===== config.mk =====
export PLATFORM = sky130hd
export DESIGN_NAME = oph_host
export DESIGN_NICKNAME = d
export VERILOG_FILES = /design/src/oph_pkg.sv /design/src/oph_host.sv /design/src/oph_seq.sv /design/src/oph_strobe.sv
export SDC_FILE = /design/constraint.sdc
export NUM_CORES = 1
export LEC_CHECK = 0
export BUFFER_PORTS_ARGS = -buffer_cell sky130_fd_sc_hd__buf_4
export CORE_MARGIN = 4
export CORE_UTILIZATION = 55
export DETAILED_ROUTE_END_ITERATION = 6
export PLACE_DENSITY = 0.79
export REMOVE_ABC_BUFFERS = 1
export SLEW_MARGIN = 40
export SYNTH_ARGS = -nofsm -noshare
export SYNTH_HDL_FRONTEND = slang
export SYNTH_HIERARCHICAL = 1
export SYNTH_SLANG_ARGS = --single-unit

===== constraint.sdc =====
create_clock -name pclk -period 6 [get_ports pclk]
set_clock_uncertainty 0.2 [all_clocks]
set_input_delay 0.9 -clock pclk [delete_from_list [all_inputs] [get_ports pclk]]
set_output_delay 0.9 -clock pclk [all_outputs]
set_load 0.02 [all_outputs]

===== src/oph_pkg.sv =====
// Purpose: shared constants and carriers for the display host controller
// Assumes: 100 MHz pclk, APB register access, 8080-style write port
// Notes: offsets are byte addresses of 32-bit words
`default_nettype none
package oph_pkg;
    // ==========================================================
    // register map
    localparam logic [11:0] OPH_CTRL_OFS = 12'h000;
    localparam logic [11:0] OPH_STAT_OFS = 12'h004;
    localparam logic [11:0] OPH_TXD_OFS = 12'h008;
    localparam int OPH_CTRL_INIT_BIT = 0;
    localparam int OPH_CTRL_RST_BIT = 1;
    localparam int OPH_STAT_BUSY_BIT = 0;
    localparam int OPH_STAT_DONE_BIT = 1;
    localparam int OPH_STAT_RSTH_BIT = 2;
    localparam int OPH_TXD_DC_BIT = 8;
    // ==========================================================
    // timing
    localparam int OPH_CLK_MHZ = 100;
    localparam int OPH_CYCLE_NS = 300;
    localparam int OPH_PHASE_CYC = (OPH_CYCLE_NS * OPH_CLK_MHZ / 1000 + 1) / 2;
    localparam int OPH_RST_US = 100;
    localparam int OPH_RST_CYC = OPH_RST_US * OPH_CLK_MHZ;
    // ==========================================================
    // recommended setup: bytes only, dc added by oph_seq
    localparam int OPH_INIT_LEN = 20;
    localparam logic [7:0] OPH_INIT_ROM [OPH_INIT_LEN] = '{
        8'hae, 8'h81, 8'hff, 8'ha8, 8'h1f, 8'ha0, 8'hd3, 8'h20, 8'h40, 8'hc8,
        8'hda, 8'h12, 8'hd9, 8'hf1, 8'hdb, 8'h49, 8'ha4, 8'ha6, 8'haf, 8'h00};
    localparam int OPH_INIT_USED = 19;
    // ==========================================================
    // carriers
    typedef struct packed {
        logic cs_n;
        logic rd_n;
        logic wr_n;
        logic dc;
        logic [7:0] dout;
        logic d_oe_n;
    } oph_pins_s;
    typedef struct packed {
        logic dc;
        logic [7:0] data;
    } oph_byte_s;
endpackage
`default_nettype wire


===== src/oph_host.sv =====
// Purpose: APB-controlled host driving the display module write port
// Assumes: 100 MHz pclk; reads from the module are never issued
// Notes: CTRL starts setup or holds chip init; TXD sends one byte
`default_nettype none
module oph_host
    import oph_pkg::*;
#(
    parameter int RST_CYC = OPH_RST_CYC
) (
    input wire logic pclk,
    input wire logic presetn,
    input wire logic psel,
    input wire logic penable,
    input wire logic pwrite,
    input wire logic [11:0] paddr,
    input wire logic [31:0] pwdata,
    output logic [31:0] prdata,
    output logic pready,
    output logic pslverr,
    output logic chip_select_n,
    output logic read_strobe_n,
    output logic write_strobe_n,
    output logic data_command_select,
    output logic chip_init_n,
    output logic bus_select_strap_a,
    output logic bus_select_strap_b,
    output logic [7:0] data_out,
    output logic data_oe_n,
    input wire logic [7:0] data_in
);
    typedef enum logic [1:0] {H_RESET, H_IDLE, H_SETUP, H_BYTE} oph_h_e;
    typedef struct packed {
        oph_h_e st;
        logic [31:0] rcnt;
        logic init_n;
        logic done;
        logic byte_req;
        oph_byte_s tx;
        logic [31:0] rdata;
        logic [7:0] din_m;
        logic [7:0] din_s;
    } oph_host_s;
    oph_host_s s_r, s_nxt;
    logic acc, wr_en, rd_en, mapped;
    logic seq_start, seq_req, seq_done, stb_req, stb_ack;
    oph_byte_s seq_byte, stb_byte;
    oph_pins_s pins;

    // ==========================================================
    // apb decode: zero-wait slave, unmapped answers pslverr
    assign acc = psel & penable;
    assign mapped = (paddr == OPH_CTRL_OFS) || (paddr == OPH_STAT_OFS)
        || (paddr == OPH_TXD_OFS);
    assign wr_en = acc & pwrite & mapped;
    assign rd_en = psel & ~penable & ~pwrite;
    assign pready = 1'b1;
    assign pslverr = acc & ~mapped;
    assign prdata = s_r.rdata;

    // ==========================================================
    // main control
    always_comb begin
        s_nxt = s_r;
        seq_start = 1'b0;
        // unused readback path is still synchronised
        s_nxt.din_m = data_in;
        s_nxt.din_s = s_r.din_m;
        if (rd_en) begin
            s_nxt.rdata = 32'h0000_0000;
            if (paddr == OPH_STAT_OFS) begin
                s_nxt.rdata[OPH_STAT_BUSY_BIT] = (s_r.st != H_IDLE);
                s_nxt.rdata[OPH_STAT_DONE_BIT] = s_r.done;
                s_nxt.rdata[OPH_STAT_RSTH_BIT] = ~s_r.init_n;
            end else if (paddr == OPH_TXD_OFS) begin
                s_nxt.rdata[7:0] = s_r.din_s;
            end
        end
        case (s_r.st)
            H_RESET: begin
                s_nxt.init_n = 1'b0; // hold chip init low
                if (s_r.rcnt == 32'(RST_CYC - 1)) begin
                    s_nxt.init_n = 1'b1;
                    s_nxt.st = H_IDLE;
                end else begin
                    s_nxt.rcnt = s_r.rcnt + 32'h1;
                end
            end
            H_IDLE: begin
                if (wr_en && paddr == OPH_CTRL_OFS && pwdata[OPH_CTRL_RST_BIT]) begin
                    s_nxt.st = H_RESET; // rerun module init
                    s_nxt.rcnt = 32'h0;
                    s_nxt.init_n = 1'b0;
                    s_nxt.done = 1'b0;
                end else if (wr_en && paddr == OPH_CTRL_OFS
                             && pwdata[OPH_CTRL_INIT_BIT]) begin
                    seq_start = 1'b1;
                    s_nxt.done = 1'b0;
                    s_nxt.st = H_SETUP;
                end else if (wr_en && paddr == OPH_TXD_OFS) begin
                    s_nxt.tx.data = pwdata[7:0];
                    s_nxt.tx.dc = pwdata[OPH_TXD_DC_BIT];
                    s_nxt.byte_req = 1'b1;
                    s_nxt.st = H_BYTE;
                end
            end
            H_SETUP: if (seq_done) begin
                s_nxt.done = 1'b1;
                s_nxt.st = H_IDLE;
            end
            H_BYTE: if (stb_ack) begin
                s_nxt.byte_req = 1'b0;
                s_nxt.st = H_IDLE;
            end
            default: s_nxt.st = H_IDLE;
        endcase
    end

    // ==========================================================
    // share the strobe engine between setup and single bytes
    assign stb_req = (s_r.st == H_SETUP) ? seq_req : s_r.byte_req;
    assign stb_byte = (s_r.st == H_SETUP) ? seq_byte : s_r.tx;

    oph_seq u_seq (
        .pclk(pclk),
        .presetn(presetn),
        .start(seq_start),
        .ack(stb_ack & (s_r.st == H_SETUP)),
        .req(seq_req),
        .req_byte(seq_byte),
        .done(seq_done)
    );

    oph_strobe u_stb (
        .pclk(pclk),
        .presetn(presetn),
        .req(stb_req),
        .req_byte(stb_byte),
        .ack(stb_ack),
        .pins(pins)
    );

    // pins: straps tied high select the 8080 port
    assign bus_select_strap_a = 1'b1;
    assign bus_select_strap_b = 1'b1;
    assign chip_select_n = pins.cs_n;
    assign read_strobe_n = pins.rd_n; // never lowered
    assign write_strobe_n = pins.wr_n;
    assign data_command_select = pins.dc;
    assign data_out = pins.dout;
    assign data_oe_n = pins.d_oe_n;
    assign chip_init_n = s_r.init_n;

    always_ff @(posedge pclk or negedge presetn) begin
        if (!presetn) begin
            s_r <= '{st: H_RESET, rcnt: 32'h0, init_n: 1'b0, done: 1'b0,
                     byte_req: 1'b0, tx: '0, rdata: 32'h0, din_m: 8'h00, din_s: 8'h00};
        end else begin
            s_r <= s_nxt;
        end
    end

    // ==========================================================
    // pin walk of one byte, one phase between each step
    localparam int PH = OPH_PHASE_CYC;
endmodule // oph_host
`default_nettype wire


===== src/oph_seq.sv =====
// Purpose: walks the recommended setup table
// Assumes: start is a one-cycle pulse, host port free
// Notes: emits command bytes only
`default_nettype none
module oph_seq
    import oph_pkg::*;
(
    input wire logic pclk,
    input wire logic presetn,
    input wire logic start,
    input wire logic ack,
    output logic req,
    output oph_byte_s req_byte,
    output logic done
);
    typedef struct packed {
        logic run;
        logic [4:0] idx;
    } oph_sq_s;
    oph_sq_s s_r, s_nxt;

    // ==========================================================
    // step through table on each acknowledged byte
    always_comb begin
        s_nxt = s_r;
        done = 1'b0;
        if (start) begin
            s_nxt.run = 1'b1;
            s_nxt.idx = 5'h00; // display off first
        end else if (s_r.run && ack) begin
            if (s_r.idx == 5'(OPH_INIT_USED - 1)) begin
                s_nxt.run = 1'b0; // display on last
                done = 1'b1;
            end else begin
                s_nxt.idx = s_r.idx + 5'h01;
            end
        end
    end

    assign req = s_r.run;
    assign req_byte = '{dc: 1'b0, data: OPH_INIT_ROM[s_r.idx]};

    always_ff @(posedge pclk or negedge presetn) begin
        if (!presetn) begin
            s_r <= '0;
        end else begin
            s_r <= s_nxt;
        end
    end
endmodule // oph_seq
`default_nettype wire


===== src/oph_strobe.sv =====
// Purpose: one 8080-style write cycle on the display port
// Assumes: caller keeps req until ack
// Notes: each phase lasts OPH_PHASE_CYC cycles from a divider enable
`default_nettype none
module oph_strobe
    import oph_pkg::*;
(
    input wire logic pclk,
    input wire logic presetn,
    input wire logic req,
    input wire oph_byte_s req_byte,
    output logic ack,
    output oph_pins_s pins
);
    typedef enum logic [2:0] {ST_IDLE, ST_DC, ST_CS, ST_WR, ST_RISE, ST_CSUP, ST_END} oph_st_e;
    typedef struct packed {
        oph_st_e st;
        logic [7:0] cnt;
        oph_byte_s b;
        oph_pins_s p;
    } oph_stb_s;
    oph_stb_s s_r, s_nxt;
    logic tick;

    // ==========================================================
    // phase divider: one pulse per half cycle time
    assign tick = (s_r.cnt == 8'(OPH_PHASE_CYC - 1));

    always_comb begin
        s_nxt = s_r;
        ack = 1'b0;
        s_nxt.cnt = tick ? 8'h00 : s_r.cnt + 8'h01;
        case (s_r.st)
            ST_IDLE: begin
                s_nxt.cnt = 8'h00;
                if (req) begin
                    s_nxt.b = req_byte;
                    s_nxt.p.dc = req_byte.dc;
                    s_nxt.st = ST_DC;
                end
            end
            ST_DC: if (tick) begin
                s_nxt.p.cs_n = 1'b0;
                s_nxt.p.rd_n = 1'b1;
                s_nxt.st = ST_CS;
            end
            ST_CS: if (tick) begin
                s_nxt.p.wr_n = 1'b0;
                s_nxt.p.dout = s_r.b.data;
                s_nxt.p.d_oe_n = 1'b0;
                s_nxt.st = ST_WR;
            end
            ST_WR: if (tick) begin
                s_nxt.p.wr_n = 1'b1; // latch edge
                s_nxt.st = ST_RISE;
            end
            ST_RISE: if (tick) begin
                s_nxt.p.cs_n = 1'b1;
                s_nxt.st = ST_CSUP;
            end
            ST_CSUP: if (tick) begin
                s_nxt.p.dc = 1'b1; // dc rests high
                s_nxt.p.d_oe_n = 1'b1;
                s_nxt.st = ST_END;
            end
            ST_END: begin
                ack = 1'b1;
                s_nxt.st = ST_IDLE;
            end
            default: s_nxt.st = ST_IDLE;
        endcase
    end

    assign pins = s_r.p;

    always_ff @(posedge pclk or negedge presetn) begin
        if (!presetn) begin
            s_r <= '{st: ST_IDLE, cnt: 8'h00, b: '0,
                     p: '{cs_n: 1'b1, rd_n: 1'b1, wr_n: 1'b1, dc: 1'b1,
                          dout: 8'h00, d_oe_n: 1'b1}};
        end else begin
            s_r <= s_nxt;
        end
    end
endmodule // oph_strobe
`default_nettype wire


# [Word level (Yosys, flattened, before mapping)]
# Memories as Yosys holds them, arrays and structs flattened.
# Index checks and enable logic that the tools add are counted.
[op_classes] mul=0 n_eq_ne=32 muxes=57 div_mod_pow=0 n_addsub=3 n_bitwise=14 reduce_logical=34 n_shift=0 magnitude_cmp=1
[ops] cell="33-bit one-hot mux with 2 select lines" n=1
[ops] cell="33-bit 2-to-1 mux" n=1
[ops] cell="32-bit by 1-bit adder with 32-bit output, second input constant" n=1
[ops] cell="32-bit by 14-bit equality test with 1-bit output, second input constant" n=1
[ops] cell="32-bit 2-to-1 mux" n=1
[ops] cell="8-bit 2-to-1 mux" n=4
[ops] cell="10-bit 2-to-1 mux" n=3
[ops] cell="3-bit 2-to-1 mux" n=7
[ops] cell="2-bit != test, second input constant" n=10
[ops] cell="1-bit 2-to-1 mux" n=18
[ops] cell="9-bit 2-to-1 mux" n=2
[ops] cell="3-bit one-hot mux with 6 select lines" n=1
[ops] cell="3-bit AND reduction" n=6
[ops] cell="2-bit nonzero test" n=9
[ops] cell="17-bit 2-to-1 mux" n=1
[ops] cell="2-bit 2-to-1 mux" n=7
[ops] cell="12-bit by 3-bit equality test with 1-bit output, second input constant" n=1
[ops] cell="12-bit by 4-bit equality test with 1-bit output, second input constant" n=1
[ops] cell="12-bit zero test" n=1
[ops] cell="6-bit 2-to-1 mux" n=2
[ops] cell="2-bit by 1-bit != test with 1-bit output, second input constant" n=6
[ops] cell="1-bit one-hot mux with 2 select lines" n=6
[ops] cell="5-bit 2-to-1 mux" n=2
[ops] cell="2-bit AND reduction" n=5
[ops] cell="other kinds (23)" n=44
[totals] wordCells=163 ram_bits=0 memories=1 latch_bits=0 regBits=108 out_inout_bits=50 romBits=256
[mem_list] name="(name not given)" depth=32 word_bits=8 read_ports=1 rd_ports_with_merged_regs=0 wr=0 line_no="oph_seq.sv:41" source="assign req_byte = '{dc: 1'b0, data: OPH_INIT_ROM[s_r.idx]};"

# [Depth between registers and ports, before layout]
# Gate-level depths: netlist of the first run.
[depth] depth_word=12 mapped_depth=8 ltp_nobuf=7

# [Modules after synthesis]
# The synthesis of the first run kept the hierarchy.
[by_module_without_submodules] mod="oph_host" seq_area_each_um2=1751.7 area_each_um2=3791.1 cells_each=382 instances=1
[by_module_without_submodules] mod="oph_strobe" seq_area_each_um2=780.7 area_each_um2=1560.2 cells_each=129 instances=1
[by_module_without_submodules] mod="oph_seq" seq_area_each_um2=150.1 area_each_um2=623.1 cells_each=81 instances=1

# [Worst setup path before layout of the first run]
# Ideal clock, no wire load.
[synth_timing] path_type="input -> register" startpoint="input paddr[5]" endpoint="register s_r[92] (netlist bit)" stages=7 t_required_ns=5.677 slack_ns=3.164 arrival_ns=2.513 setup_ns=0.123 path_buffers=0 cell_sequence="nor4_2 nand3_1 or4_1 nor2_1 nor3b_1 mux2i_1 a21oi_1"
[synth_via] elab_chain_cells=12 word_cells_on_any_way=20 cone_classes="eq/ne: 4; mux: 7; bitwise: 1; reduce/logical: 8"
[synth_rtl] element="start: declaration" line_no="oph_host.sv:15" source="input wire logic [11:0] paddr,"
[synth_rtl] element="12-bit by 3-bit equality test with 1-bit output / 12-bit zero test (equally long branches)" line_no="oph_host.sv:52, oph_host.sv:89, oph_host.sv:94"
[synth_rtl] element="1-bit logical OR" line_no="oph_host.sv:52" source="assign mapped = (paddr == OPH_CTRL_OFS) || (paddr == OPH_STAT_OFS)"
[synth_rtl] element="1-bit logical OR" line_no="oph_host.sv:53" source="|| (paddr == OPH_TXD_OFS);"
[synth_rtl] element="1-bit bitwise AND" line_no="oph_host.sv:54" source="assign wr_en = acc & pwrite & mapped;"
[synth_rtl] element="1-bit logical AND (*)" line_no="oph_host.sv:89, oph_host.sv:94"
[synth_rtl] element="1-bit logical AND" line_no="oph_host.sv:95" source="&& pwdata[OPH_CTRL_INIT_BIT]) begin"
[synth_rtl] element="1-bit 2-to-1 mux" line_no="oph_host.sv:94" source="end else if (wr_en && paddr == OPH_CTRL_OFS"
[synth_rtl] element="1-bit 2-to-1 mux (*)" line_no="oph_host.sv:89" source="if (wr_en && paddr == OPH_CTRL_OFS && pwdata[OPH_CTRL_RST_BIT]) begin"
[synth_rtl] element="1-bit 2-to-1 mux (*)" line_no="oph_host.sv:78" source="case (s_r.st)"
[synth_rtl] element="net seq_start" line_no="oph_host.sv:45" source="logic seq_start, seq_req, seq_done, stb_req, stb_ack;"
[synth_rtl] element="1-bit 2-to-1 mux (*)" line_no="oph_seq.sv:27" source="if (start) begin"
[synth_rtl] element="net seq_done" line_no="oph_host.sv:45"
[synth_rtl] element="2-bit != test (no line) (*)"
[synth_rtl] element="4-bit AND reduction (no line) (*)"
[synth_rtl] element="end signal: assignment" line_no="oph_host.sv:155" source="s_r <= '{st: H_RESET, rcnt: 32'h0, init_n: 1'b0, done: 1'b0,"
[synth_rtl] element="end signal: assignment" line_no="oph_host.sv:158" source="s_r <= s_nxt;"
[synth_rtl] element="end: declaration" line_no="oph_host.sv:43" source="oph_host_s s_r, s_nxt;"
# The timed path passes the listed nets; every way through them passes the cells marked *.
# A chain may end at the register's enable or synchronous reset.

# [Worst setup path after layout of the first run]
[layout_timing] startpoint="input paddr[5]" endpoint="output pslverr"
[layout_via] elab_chain_cells=5 word_cells_on_any_way=7 cone_classes="eq/ne: 2; bitwise: 2; reduce/logical: 3"
[layout_rtl] element="12-bit by 3-bit equality test with 1-bit output / 12-bit zero test (equally long branches)" line_no="oph_host.sv:52"
[layout_rtl] element="1-bit logical OR" line_no="oph_host.sv:52"
[layout_rtl] element="1-bit logical OR (*)" line_no="oph_host.sv:53"
[layout_rtl] element="1-bit inverter (*)" line_no="oph_host.sv:57" source="assign pslverr = acc & ~mapped;"
[layout_rtl] element="1-bit bitwise AND (*)" line_no="oph_host.sv:57"
[layout_rtl] element="end: declaration" line_no="oph_host.sv:19" source="output logic pslverr,"
# Mark *: on every way between the ends. The rest lies on a longest branch, timed or not.

==> results of run 1 <==
==> stage by stage <==
| stage | power [mW] | instances | hold WS, ns | util [%] |
|---|---|---|---|---|
| floorplan | 1.027 | 540 | 0.1312 | - |
| global placement | 1.117 | 733 | 0.1352 | 58.73 |
| detailed placement | 1.133 | 733 | 0.1363 | 58.85 |
| CTS | 1.569 | 749 | 0.1610 | 60.70 |
| global route | 1.638 | 749 | 0.1696 | 60.73 |
| finish | 1.560 | 749 | 0.1601 | 60.73 |
==> state kept, by name, summed over array words and instances (netlist names) <==
name and count:
prdata 8, s_r 53, u_seq/s_r 5, s_nxt 8, u_seq/req 1, u_stb/pins 12
u_stb/s_r 19, chip_init_n 1
==> cells by family (layout without fill, tap and decap cells) <==
| kind of cell | Yosys count | in the layout | share of synthesized area, % |
|---|---|---|---|
| AO/OA/AOI/OAI | 107 | 107 | 10.97 |
| XOR/XNOR | 3 | 3 | 0.4399 |
| adder cells (fa/ha/maj) | 9 | 9 | 1.885 |
| buffers and inverters | 90 | 86 | 9.550 |
| flip-flops | 107 | 107 | 44.90 |
| multiplexers | 49 | 49 | 9.466 |
| other | 4 | 29 | 0.2512 |
| AND/OR/NAND/NOR | 223 | 223 | 22.53 |
==> power by group through the flow <==
| stage | registers (mW) | logic (mW) | clock network (mW) |
|---|---|---|---|
| floorplan | 0.855 | 0.172 | 0 |
| global placement | 0.863 | 0.253 | 0 |
| detailed placement | 0.866 | 0.267 | 0 |
| CTS | 0.853 | 0.269 | 0.448 |
| global route | 0.866 | 0.297 | 0.476 |
| finish | 0.856 | 0.269 | 0.435 |
==> layout make-up <==
type / instances / share of cell area [%]
Sequential cell: 107 / 42.22
Clock inverter: 6 / 0.8862
Timing Repair Buffer: 57 / 6.833
Multi-Input combinational cell: 420 / 44.45
Inverter: 13 / 0.7680
Clock buffer: 10 / 2.166
Tap cell: 136 / 2.678
==> routing by layer <==
layer	wire length [µm]	GRT usage [%]	part of all wire [%]	vias up
li1	-	-	-	2096
met1	5348	26.60	44	2174
met2	5938	33.02	49	154
met3	778	5.283	6.4	17
met4	167	5.769	1.4	0
met5	0	0	0	-
==> worst max-delay path, delay by kind of cell <==
kind                   cells  cell delay, ns
and+or+nand+nor            2            0.68
AOI/OAI and AO/OA          1            0.10
buffers and inverters      2            0.27
==> cell usage in the layout (no fill, tap or decap), types with 3 or more instances in the layout <==
cell | synthesis | final
dfstp_2 | 4 | 4
a21o_1 | 3 | 3
nor4_1 | 10 | 10
nand2b_1 | 17 | 17
nor3_1 | 5 | 5
mux2_4 | 8 | 8
nand4_1 | 9 | 9
xnor2_1 | 3 | 3
and3_1 | 13 | 13
a31oi_1 | 4 | 4
nor2_1 | 23 | 23
o21ai_0 | 25 | 25
nand2_1 | 51 | 51
and2_1 | 4 | 4
or4_1 | 15 | 15
o31ai_1 | 17 | 17
nand3_1 | 27 | 27
nor2b_1 | 6 | 5
inv_6 | 0 | 3
and4_1 | 4 | 4
or3_1 | 12 | 12
buf_4 | 49 | 56
dfrtp_1 | 103 | 103
mux2i_1 | 13 | 13
clkbuf_8 | 0 | 11
inv_1 | 13 | 13
o41ai_1 | 4 | 4
conb_1 | 4 | 29
mux2_2 | 28 | 28
nand3b_1 | 3 | 3
ha_1 | 9 | 9
a21oi_1 | 38 | 38
==> path summary, 6_finish.rpt <==
path | from | end | slack (ns)
worst min-delay path | s_nxt[5]$_DFF_PN0_ | s_r[5]$_DFF_PN0_ | 0.16
worst max-delay path | paddr[5] | pslverr | 2.95
worst max register to register | s_r[93]$_DFFE_PN0P_ | u_stb/s_r[18]$_DFFE_PN0P_ | 3.12
worst min register to register | s_nxt[5]$_DFF_PN0_ | s_r[5]$_DFF_PN0_ | 0.16
max in group asynchronous | presetn | s_r[83]$_DFFE_PN0P_ | 4.41
min in group asynchronous | presetn | s_r[53]$_DFFE_PN0P_ | 0.18
==> impl_metrics.toml, run 1 <==
[power]
power.switching_mw = 0.4995
ir_drop_v = 0.0003275
p_clk_share_pct = 27.9
powerDensity_mw_per_mm2 = 245.5
comb_power_share_pct = 17.2
p_seq_share_pct = 54.9
swShare_pct = 32.03
p_int_mw = 1.060
power_leakage_nw = 2.838

[cts]
root_buffer = "clkbuf_8"
postCtsSetupRepairBufs = 0
clk_latency_ns = 0.39
cts_resized = 0
cts_buffers = 9
clk_pin_slew_ns = 0.11
cts_sinks = 107
cts_hold_buffers = 0
htreeDepth = 3
cts_tree = "built"
cts_max_path_buffers = 2

[worst_setup_path]
worstPathRequired_ns = 4.90
reg2regPathDepth = 4
end_kind = "primary output"
path_max_fanout = 6
critical_path.cell_chain = "buf_4 > nor4_2 > and3_1 > a21oi_1 > buf_4"
max_stage_delay_ns = 0.35
path_class = "input pin to primary output"
critPathMostFrequentCell = "buf_4"
worstPathArrival_ns = 1.95
start_kind = "input pin"
cp_slowest_cell = "nor4_2"

[synth]
synth_area_leaders = "dfrtp_1, buf_4, mux2_2"
yosysMostFrequentCell = "dfrtp_1"
async_flop_share_pct = 100.0
syn_avg_cell_area_um2 = 10.09
synthCells = 592
yosysWarningCount = 6
synth_top_area_share_pct = 43.14
syn-cell-area_mm2 = 0.005974
synth_seq_area_share_pct = 44.90
synth_cell_type_count = 64
ys.flop_type = "dfrtp_1"
synth_top_area_cell = "dfrtp_1"
synthTopCellsByCount = "dfrtp_1, nand2_1, buf_4"
synth_seq_cells = 107
synth_edf_count = 0

[sta]
tns_ns = 0
fin_crit_sh_pct = 50.90
finalSetupViolCount = 0
worstMarginPinSlew_ns = 0.7374
fmax_mhz = 327.4
hold_viol = 0
slew_violations = 0
worst_slack_ns = 2.946
min_period_ns = 3.054
grt_setup_unrepaired = "no"
relSlewSlack_pct = 50.74

[placement]
gp_routability_congestion = 0.8228
hpwl_um = 8490
dp_slack_ns = 2.730
numPortBuffers = 55
dpl-instance-area_mm2 = 0.006157

[global_route]
gr-total-overflow = 0
first_global_vias = 4399
grt_max_degree = 88
antenna_found_initial = 0
grt_pass1_wl_um = 20940
grt_usage_pct = 20.17

[finish]
fill_cells = 845
area_growth_pct = 6.345
regArea_mm2 = 0.002683
multiInputGateArea_mm2 = 0.002824
diodes = 0
final_net_count = 674
drive_gt1_share_pct = 21.04
stdcell_area_mm2 = 0.006354

[floorplan]
dieArea_mm2 = 0.01259
core_mm2 = 0.01046
die_h_um = 112.2
die_x_um = 112.2
rows = 37
initial_core_util_pct = 57.10
top_level_ports = 107

[worst_hold_path]
worstHoldPathCells = 0
worstHoldPathType = "register to register"

[routing]
routed_wl_um = 12230
routed_via_density = 5.929
first_pass_iters = 5
wire_per_inst_um = 16.33
vias = 4441
drtIter0Drc = 321
ant_nets = 0
drcViolationCount = 0

[job]
drv_cap = 0

[run_status]
status = "finished clean"
No activity file was read; power rests on OpenSTA's default activity.
==> run 2, diff against run 1 <==
==> constraint.sdc (replaced) <==
create_clock -name pclk -period 2.9 [get_ports pclk]
set_clock_uncertainty 0.2 [all_clocks]
set_input_delay 0.435 -clock pclk [delete_from_list [all_inputs] [get_ports pclk]]
set_output_delay 0.435 -clock pclk [all_outputs]
set_load 0.02 [all_outputs]
==> run 2 against run 1 <==
Design area rose by 2.2%. Sequential cell count stayed put. Global-route usage rose by 0.23 points. Register-to-register slack worse by 2.7 ns. Largest cell class unchanged. Hold slack lost 0.085 ns. Critical path depth up 2. Sequential power up 110%. Combinational power is 110% higher. Worst setup slack got worse by 2.5 ns.
==> impl_metrics.toml, run 2 (synthesized netlist as in run 1, its figures left out) <==
[run_status]
status = "finished clean"

[finish]
layout_commonest_cell = "dfrtp_1"
final_net_count = 690
layout_common_cells = "dfrtp_1, buf_4, nand2_1"
largest_register_ffs = 53
top_register = "s_r"
stdcell_area_mm2 = 0.006491
regArea_mm2 = 0.002683
multiInputGateArea_mm2 = 0.002815
post-route-util_pct = 62.04
area_growth_pct = 8.649
diodes = 0
fin_cells = 765
drive_gt1_share_pct = 21.46
fill_cells = 857

[worst_setup_path]
worstPathRequired_ns = 3.01
end_kind = "register"
path_max_fanout = 17
cp_num_buf_inv = 1
worstPathArrival_ns = 2.60
cp_slowest_cell = "dfrtp_1"
max_stage_delay_ns = 0.70
critical_path.cell_chain = "nor2b_1 > buf_4 > and2_1 > nand2_1 > nor3b_1 > mux2i_1 > a21oi_1"
path_class = "register to register"
start_kind = "register"
crit_family = "simple AND/OR/NAND/NOR gates"

[global_route]
gr-total-overflow = 0
grt_max_degree = 89
grt_usage_pct = 20.40
grt_pass1_wl_um = 21260
first_global_vias = 4411
antenna_found_initial = 0

[sta]
worstMarginPinSlew_ns = 0.7784
min_period_ns = 2.491
grt_setup_unrepaired = "no"
fin_crit_sh_pct = 85.91
relSlewSlack_pct = 47.99
hold_viol = 0
finalSetupViolCount = 0
tns_ns = 0
fmax_mhz = 401.4
slew_violations = 0

[floorplan]
initial_core_util_pct = 57.10
top_level_ports = 107
core_mm2 = 0.01046
die_x_um = 112.2
rows = 37
die_h_um = 112.2
dieArea_mm2 = 0.01259

[cts]
clk_latency_ns = 0.38
cts_tree = "built"
cts_max_path_buffers = 2
postCtsSetupRepairBufs = 0
cts_hold_buffers = 9
cts_buffers = 9
clk_pin_slew_ns = 0.10
cts_resized = 0
htreeDepth = 3
root_buffer = "clkbuf_8"
cts_sinks = 107

[routing]
drcViolationCount = 0
drtIter0Drc = 316
first_pass_iters = 5
ant_nets = 0
routed_via_density = 5.838
routed_wl_um = 12440
wire_per_inst_um = 16.25
vias = 4466

[placement]
numPortBuffers = 55
gp_routability_congestion = 0.8425
dp_cells = 740
dpl-instance-area_mm2 = 0.006210
hpwl_um = 8723

[job]
drv_cap = 0

[power]
power_leakage_nw = 2.896
ir_drop_v = 0.0005335
powerDensity_mw_per_mm2 = 499.6

[worst_hold_path]
worstHoldPathType = "input pin to register"
==> run 2: worst paths after layout <==
check | start | to | slack, ns | depth (start not counted)
worst max-delay path | s_r[93]$_DFFE_PN0P_ | s_r[92]$_DFFE_PN0P_ | 0.41 | 7
worst min-delay path | pwdata[5] | s_r[53]$_DFFE_PN0P_ | 0.07 | 2
worst max register to register | s_r[93]$_DFFE_PN0P_ | s_r[92]$_DFFE_PN0P_ | 0.41 | 7
worst min register to register | s_nxt[6]$_DFF_PN0_ | s_r[6]$_DFF_PN0_ | 0.16 | 0
max in group asynchronous | presetn | u_stb/pins[9]$_DFFE_PN1P_ | 1.46 | 3
min in group asynchronous | presetn | s_r[80]$_DFFE_PN0P_ | 0.27 | 2
==> run 2: worst reg2reg max path: stages (launching register included) <==
cell and delay, ns:
dfrtp_1 0.70, nor2b_1 0.27, buf_4 0.24, and2_1 0.20
nand2_1 0.14, nor3b_1 0.36, mux2i_1 0.13, a21oi_1 0.19
==> run 2: stage by stage <==
stage | hold WS, ns | setup slack [ns] | power, mW
final | 0.07484 | 0.4085 | 3.243
after detailed placement | 0.1358 | 0.2559 | 2.361
after global routing | 0.04267 | 0.2213 | 3.423
after CTS | 0.05188 | 0.3979 | 3.266
after global placement | 0.1352 | 0.3320 | 2.319
after floorplan | -0.06059 | 0.2180 | 2.125
==> run 2: area by class of cell <==
type,count,share of cell area (%)
multi-input cells,420,43.37
flip-flops and latches,107,41.33
repair buffers,73,8.982
well taps,136,2.621
clock buffers,10,2.120
clock inverters,6,0.8288
inverters,13,0.7517
==> run 2: report_power, final <==
group	internal, mW	leakage [nW]	switching (mW)
clock	0.354	0.101	0.542
combinational	0.258	1.54	0.316
sequential	1.60	1.25	0.175
total	2.21	2.90	1.03
==> run 2: layer usage <==
| metal | vias up | share of wire, % | track usage, % |
|---|---|---|---|
| li1 | 2125 | - | - |
| met1 | 2205 | 44 | 26.97 |
| met2 | 119 | 49 | 33.13 |
| met3 | 17 | 5.8 | 4.960 |
| met4 | 0 | 1.2 | 6.811 |
| met5 | - | 0 | 0 |
==> run 3, diff against run 2 <==
--- a/config.mk
+++ b/config.mk
@@ -7,9 +7,9 @@
 export LEC_CHECK = 0
 export BUFFER_PORTS_ARGS = -buffer_cell sky130_fd_sc_hd__buf_4
 export CORE_MARGIN = 4
-export CORE_UTILIZATION = 55
+export CORE_UTILIZATION = 56
 export DETAILED_ROUTE_END_ITERATION = 6
-export PLACE_DENSITY = 0.79
+export PLACE_DENSITY = 0.8
 export REMOVE_ABC_BUFFERS = 1
 export SLEW_MARGIN = 40
 export SYNTH_ARGS = -nofsm -noshare
==> run 3 against run 2 <==
Die area is 1.7% lower. Register-to-register slack better by 0.095 ns. Sequential share of layout area is 0.31 points lower. Clock power is 8.4% higher. Routed wire length is 2.1% higher. First-iteration DRC count is 13% lower. Design area is 0.75% higher. Combinational power is 5.8% higher. Final cell count is 0.52% higher.
==> impl_metrics.toml, run 3 (synthesized netlist as in run 1, its figures left out) <==
[run_status]
status = "finished clean"

[floorplan]
initial_core_util_pct = 57.61
die_x_um = 111.3
core_mm2 = 0.01037
top_level_ports = 107
rows = 37
dieArea_mm2 = 0.01239
die_h_um = 111.3

[sta]
hold_viol = 0
min_period_ns = 2.396
worstMarginPinSlew_ns = 0.6795
finalSetupViolCount = 0
grt_setup_unrepaired = "no"
relSlewSlack_pct = 54.70
fmax_mhz = 417.3
fin_crit_sh_pct = 82.63
slew_violations = 0
tns_ns = 0

[global_route]
use_met3_pct = 3.766
busiest_layer = "met2"
antenna_found_initial = 0
grt_pass1_wl_um = 21650
gr-total-overflow = 0
first_global_vias = 4539
grt_max_degree = 54
use_met2_pct = 34.78
met1_usage_pct = 27.97
grt_usage_pct = 20.79

[worst_setup_path]
cp_slowest_cell = "and4_1"
critical_path.cell_chain = "inv_1 > ha_1 > nor4b_4 > and4_1 > mux2_2"
path_max_fanout = 9
worstPathRequired_ns = 2.97
worstPathArrival_ns = 2.46
end_kind = "register"
start_kind = "register"
max_stage_delay_ns = 0.52
path_class = "register to register"

[routing]
drcViolationCount = 0
drtIter0Drc = 274
first_pass_iters = 5
vias = 4607
ant_nets = 0
wire_per_inst_um = 16.51
routed_wl_um = 12690
routed_via_density = 5.991

[finish]
largest_register_ffs = 53
final_net_count = 694
layout_common_cells = "dfrtp_1, buf_4, nand2_1"
diodes = 0
area_growth_pct = 9.466
top_register = "s_r"
layout_commonest_cell = "dfrtp_1"
drive_gt1_share_pct = 22.12
fill_cells = 815

[cts]
htreeDepth = 3
cts_hold_buffers = 9
cts_sinks = 107
clk_latency_ns = 0.38
cts_buffers = 9
postCtsSetupRepairBufs = 0
cts_max_path_buffers = 2
cts_tree = "built"
clk_pin_slew_ns = 0.10
cts_resized = 0
root_buffer = "clkbuf_8"

[power]
p_int_mw = 2.277
p_seq_share_pct = 52.7
ir_drop_v = 0.0005438
swShare_pct = 31.73
comb_power_share_pct = 18.2
power.switching_mw = 1.058
power_leakage_nw = 2.923
total_power_mw = 3.335
powerDensity_mw_per_mm2 = 510.0
p_clk_share_pct = 29.1

[placement]
hpwl_um = 9016
numPortBuffers = 55
gp_routability_congestion = 0.8056

[worst_hold_path]
worstHoldPathType = "input pin to register"

[job]
drv_cap = 0
==> run 3: worst paths after layout <==
path | startpoint | end | slack (ns) | depth (start not counted)
min in group asynchronous | presetn | s_r[50]$_DFFE_PN0P_ | 0.43 | 2
max in group asynchronous | presetn | prdata[0]$_DFFE_PN0P_ | 1.27 | 3
worst min register to register | s_nxt[3]$_DFF_PN0_ | s_r[3]$_DFF_PN0_ | 0.16 | 0
worst min-delay path | pwdata[5] | s_r[53]$_DFFE_PN0P_ | 0.09 | 2
worst max-delay path | u_stb/s_r[22]$_DFF_PN0_ | u_stb/pins[5]$_DFFE_PN0P_ | 0.50 | 5
worst max register to register | u_stb/s_r[22]$_DFF_PN0_ | u_stb/pins[5]$_DFFE_PN0P_ | 0.50 | 5
==> run 3: stage by stage <==
step | instance area, µm² | hold WS, ns | util [%] | setup slack [ns] | std cells
3_3_place_gp | 6240 | 0.1337 | 60.17 | 0.2626 | 744
3_5_place_dp | 6240 | 0.1364 | 60.17 | 0.2090 | 744
4_1_cts | 6535 | 0.07676 | 63.02 | 0.5344 | 769
6_report | 6540 | 0.08699 | 63.07 | 0.5038 | 769
2_1_floorplan | 5547 | -0.06059 | - | 0.2180 | 540
5_1_grt | 6540 | 0.08193 | 63.07 | 0.3245 | 769
==> run 3: metal layers <==
| metal | vias up | part of all wire (%) |
|---|---|---|
| li1 | 2142 | - |
| met1 | 2253 | 45 |
| met5 | - | 0 |
| met4 | 0 | 0.94 |
| met2 | 194 | 48 |
| met3 | 18 | 6.0 |
==> run 3: layout make-up <==
| class | instances | area [µm²] | share of cell area, % |
|---|---|---|---|
| clock buffer | 9 | 123.9 | 1.894 |
| clock inverter | 7 | 81.33 | 1.244 |
| inverter | 13 | 48.80 | 0.7461 |
| multi-input combinational | 420 | 2820 | 43.12 |
| sequential | 107 | 2683 | 41.02 |
| tap | 136 | 170.2 | 2.602 |
| timing repair buffer | 77 | 613.1 | 9.374 |
==> run 3: worst max-delay path, delay by kind of cell, from the launching register on <==
kind / cells / cell delay (ns)
mux: 1 / 0.39
fa+ha+maj: 1 / 0.18
flops: 1 / 0.47
buf+inv: 1 / 0.09
simple gates: 2 / 0.96
==> run 3: power by group through the flow <==
| stage | combinational (mW) | clock, mW | sequential [mW] |
|---|---|---|---|
| after floorplan | 0.356 | 0 | 1.77 |
| after global routing | 0.658 | 1.05 | 1.78 |
| after global placement | 0.561 | 0 | 1.77 |
| final | 0.606 | 0.972 | 1.76 |
| after CTS | 0.599 | 0.979 | 1.75 |
| after detailed placement | 0.584 | 0 | 1.78 |
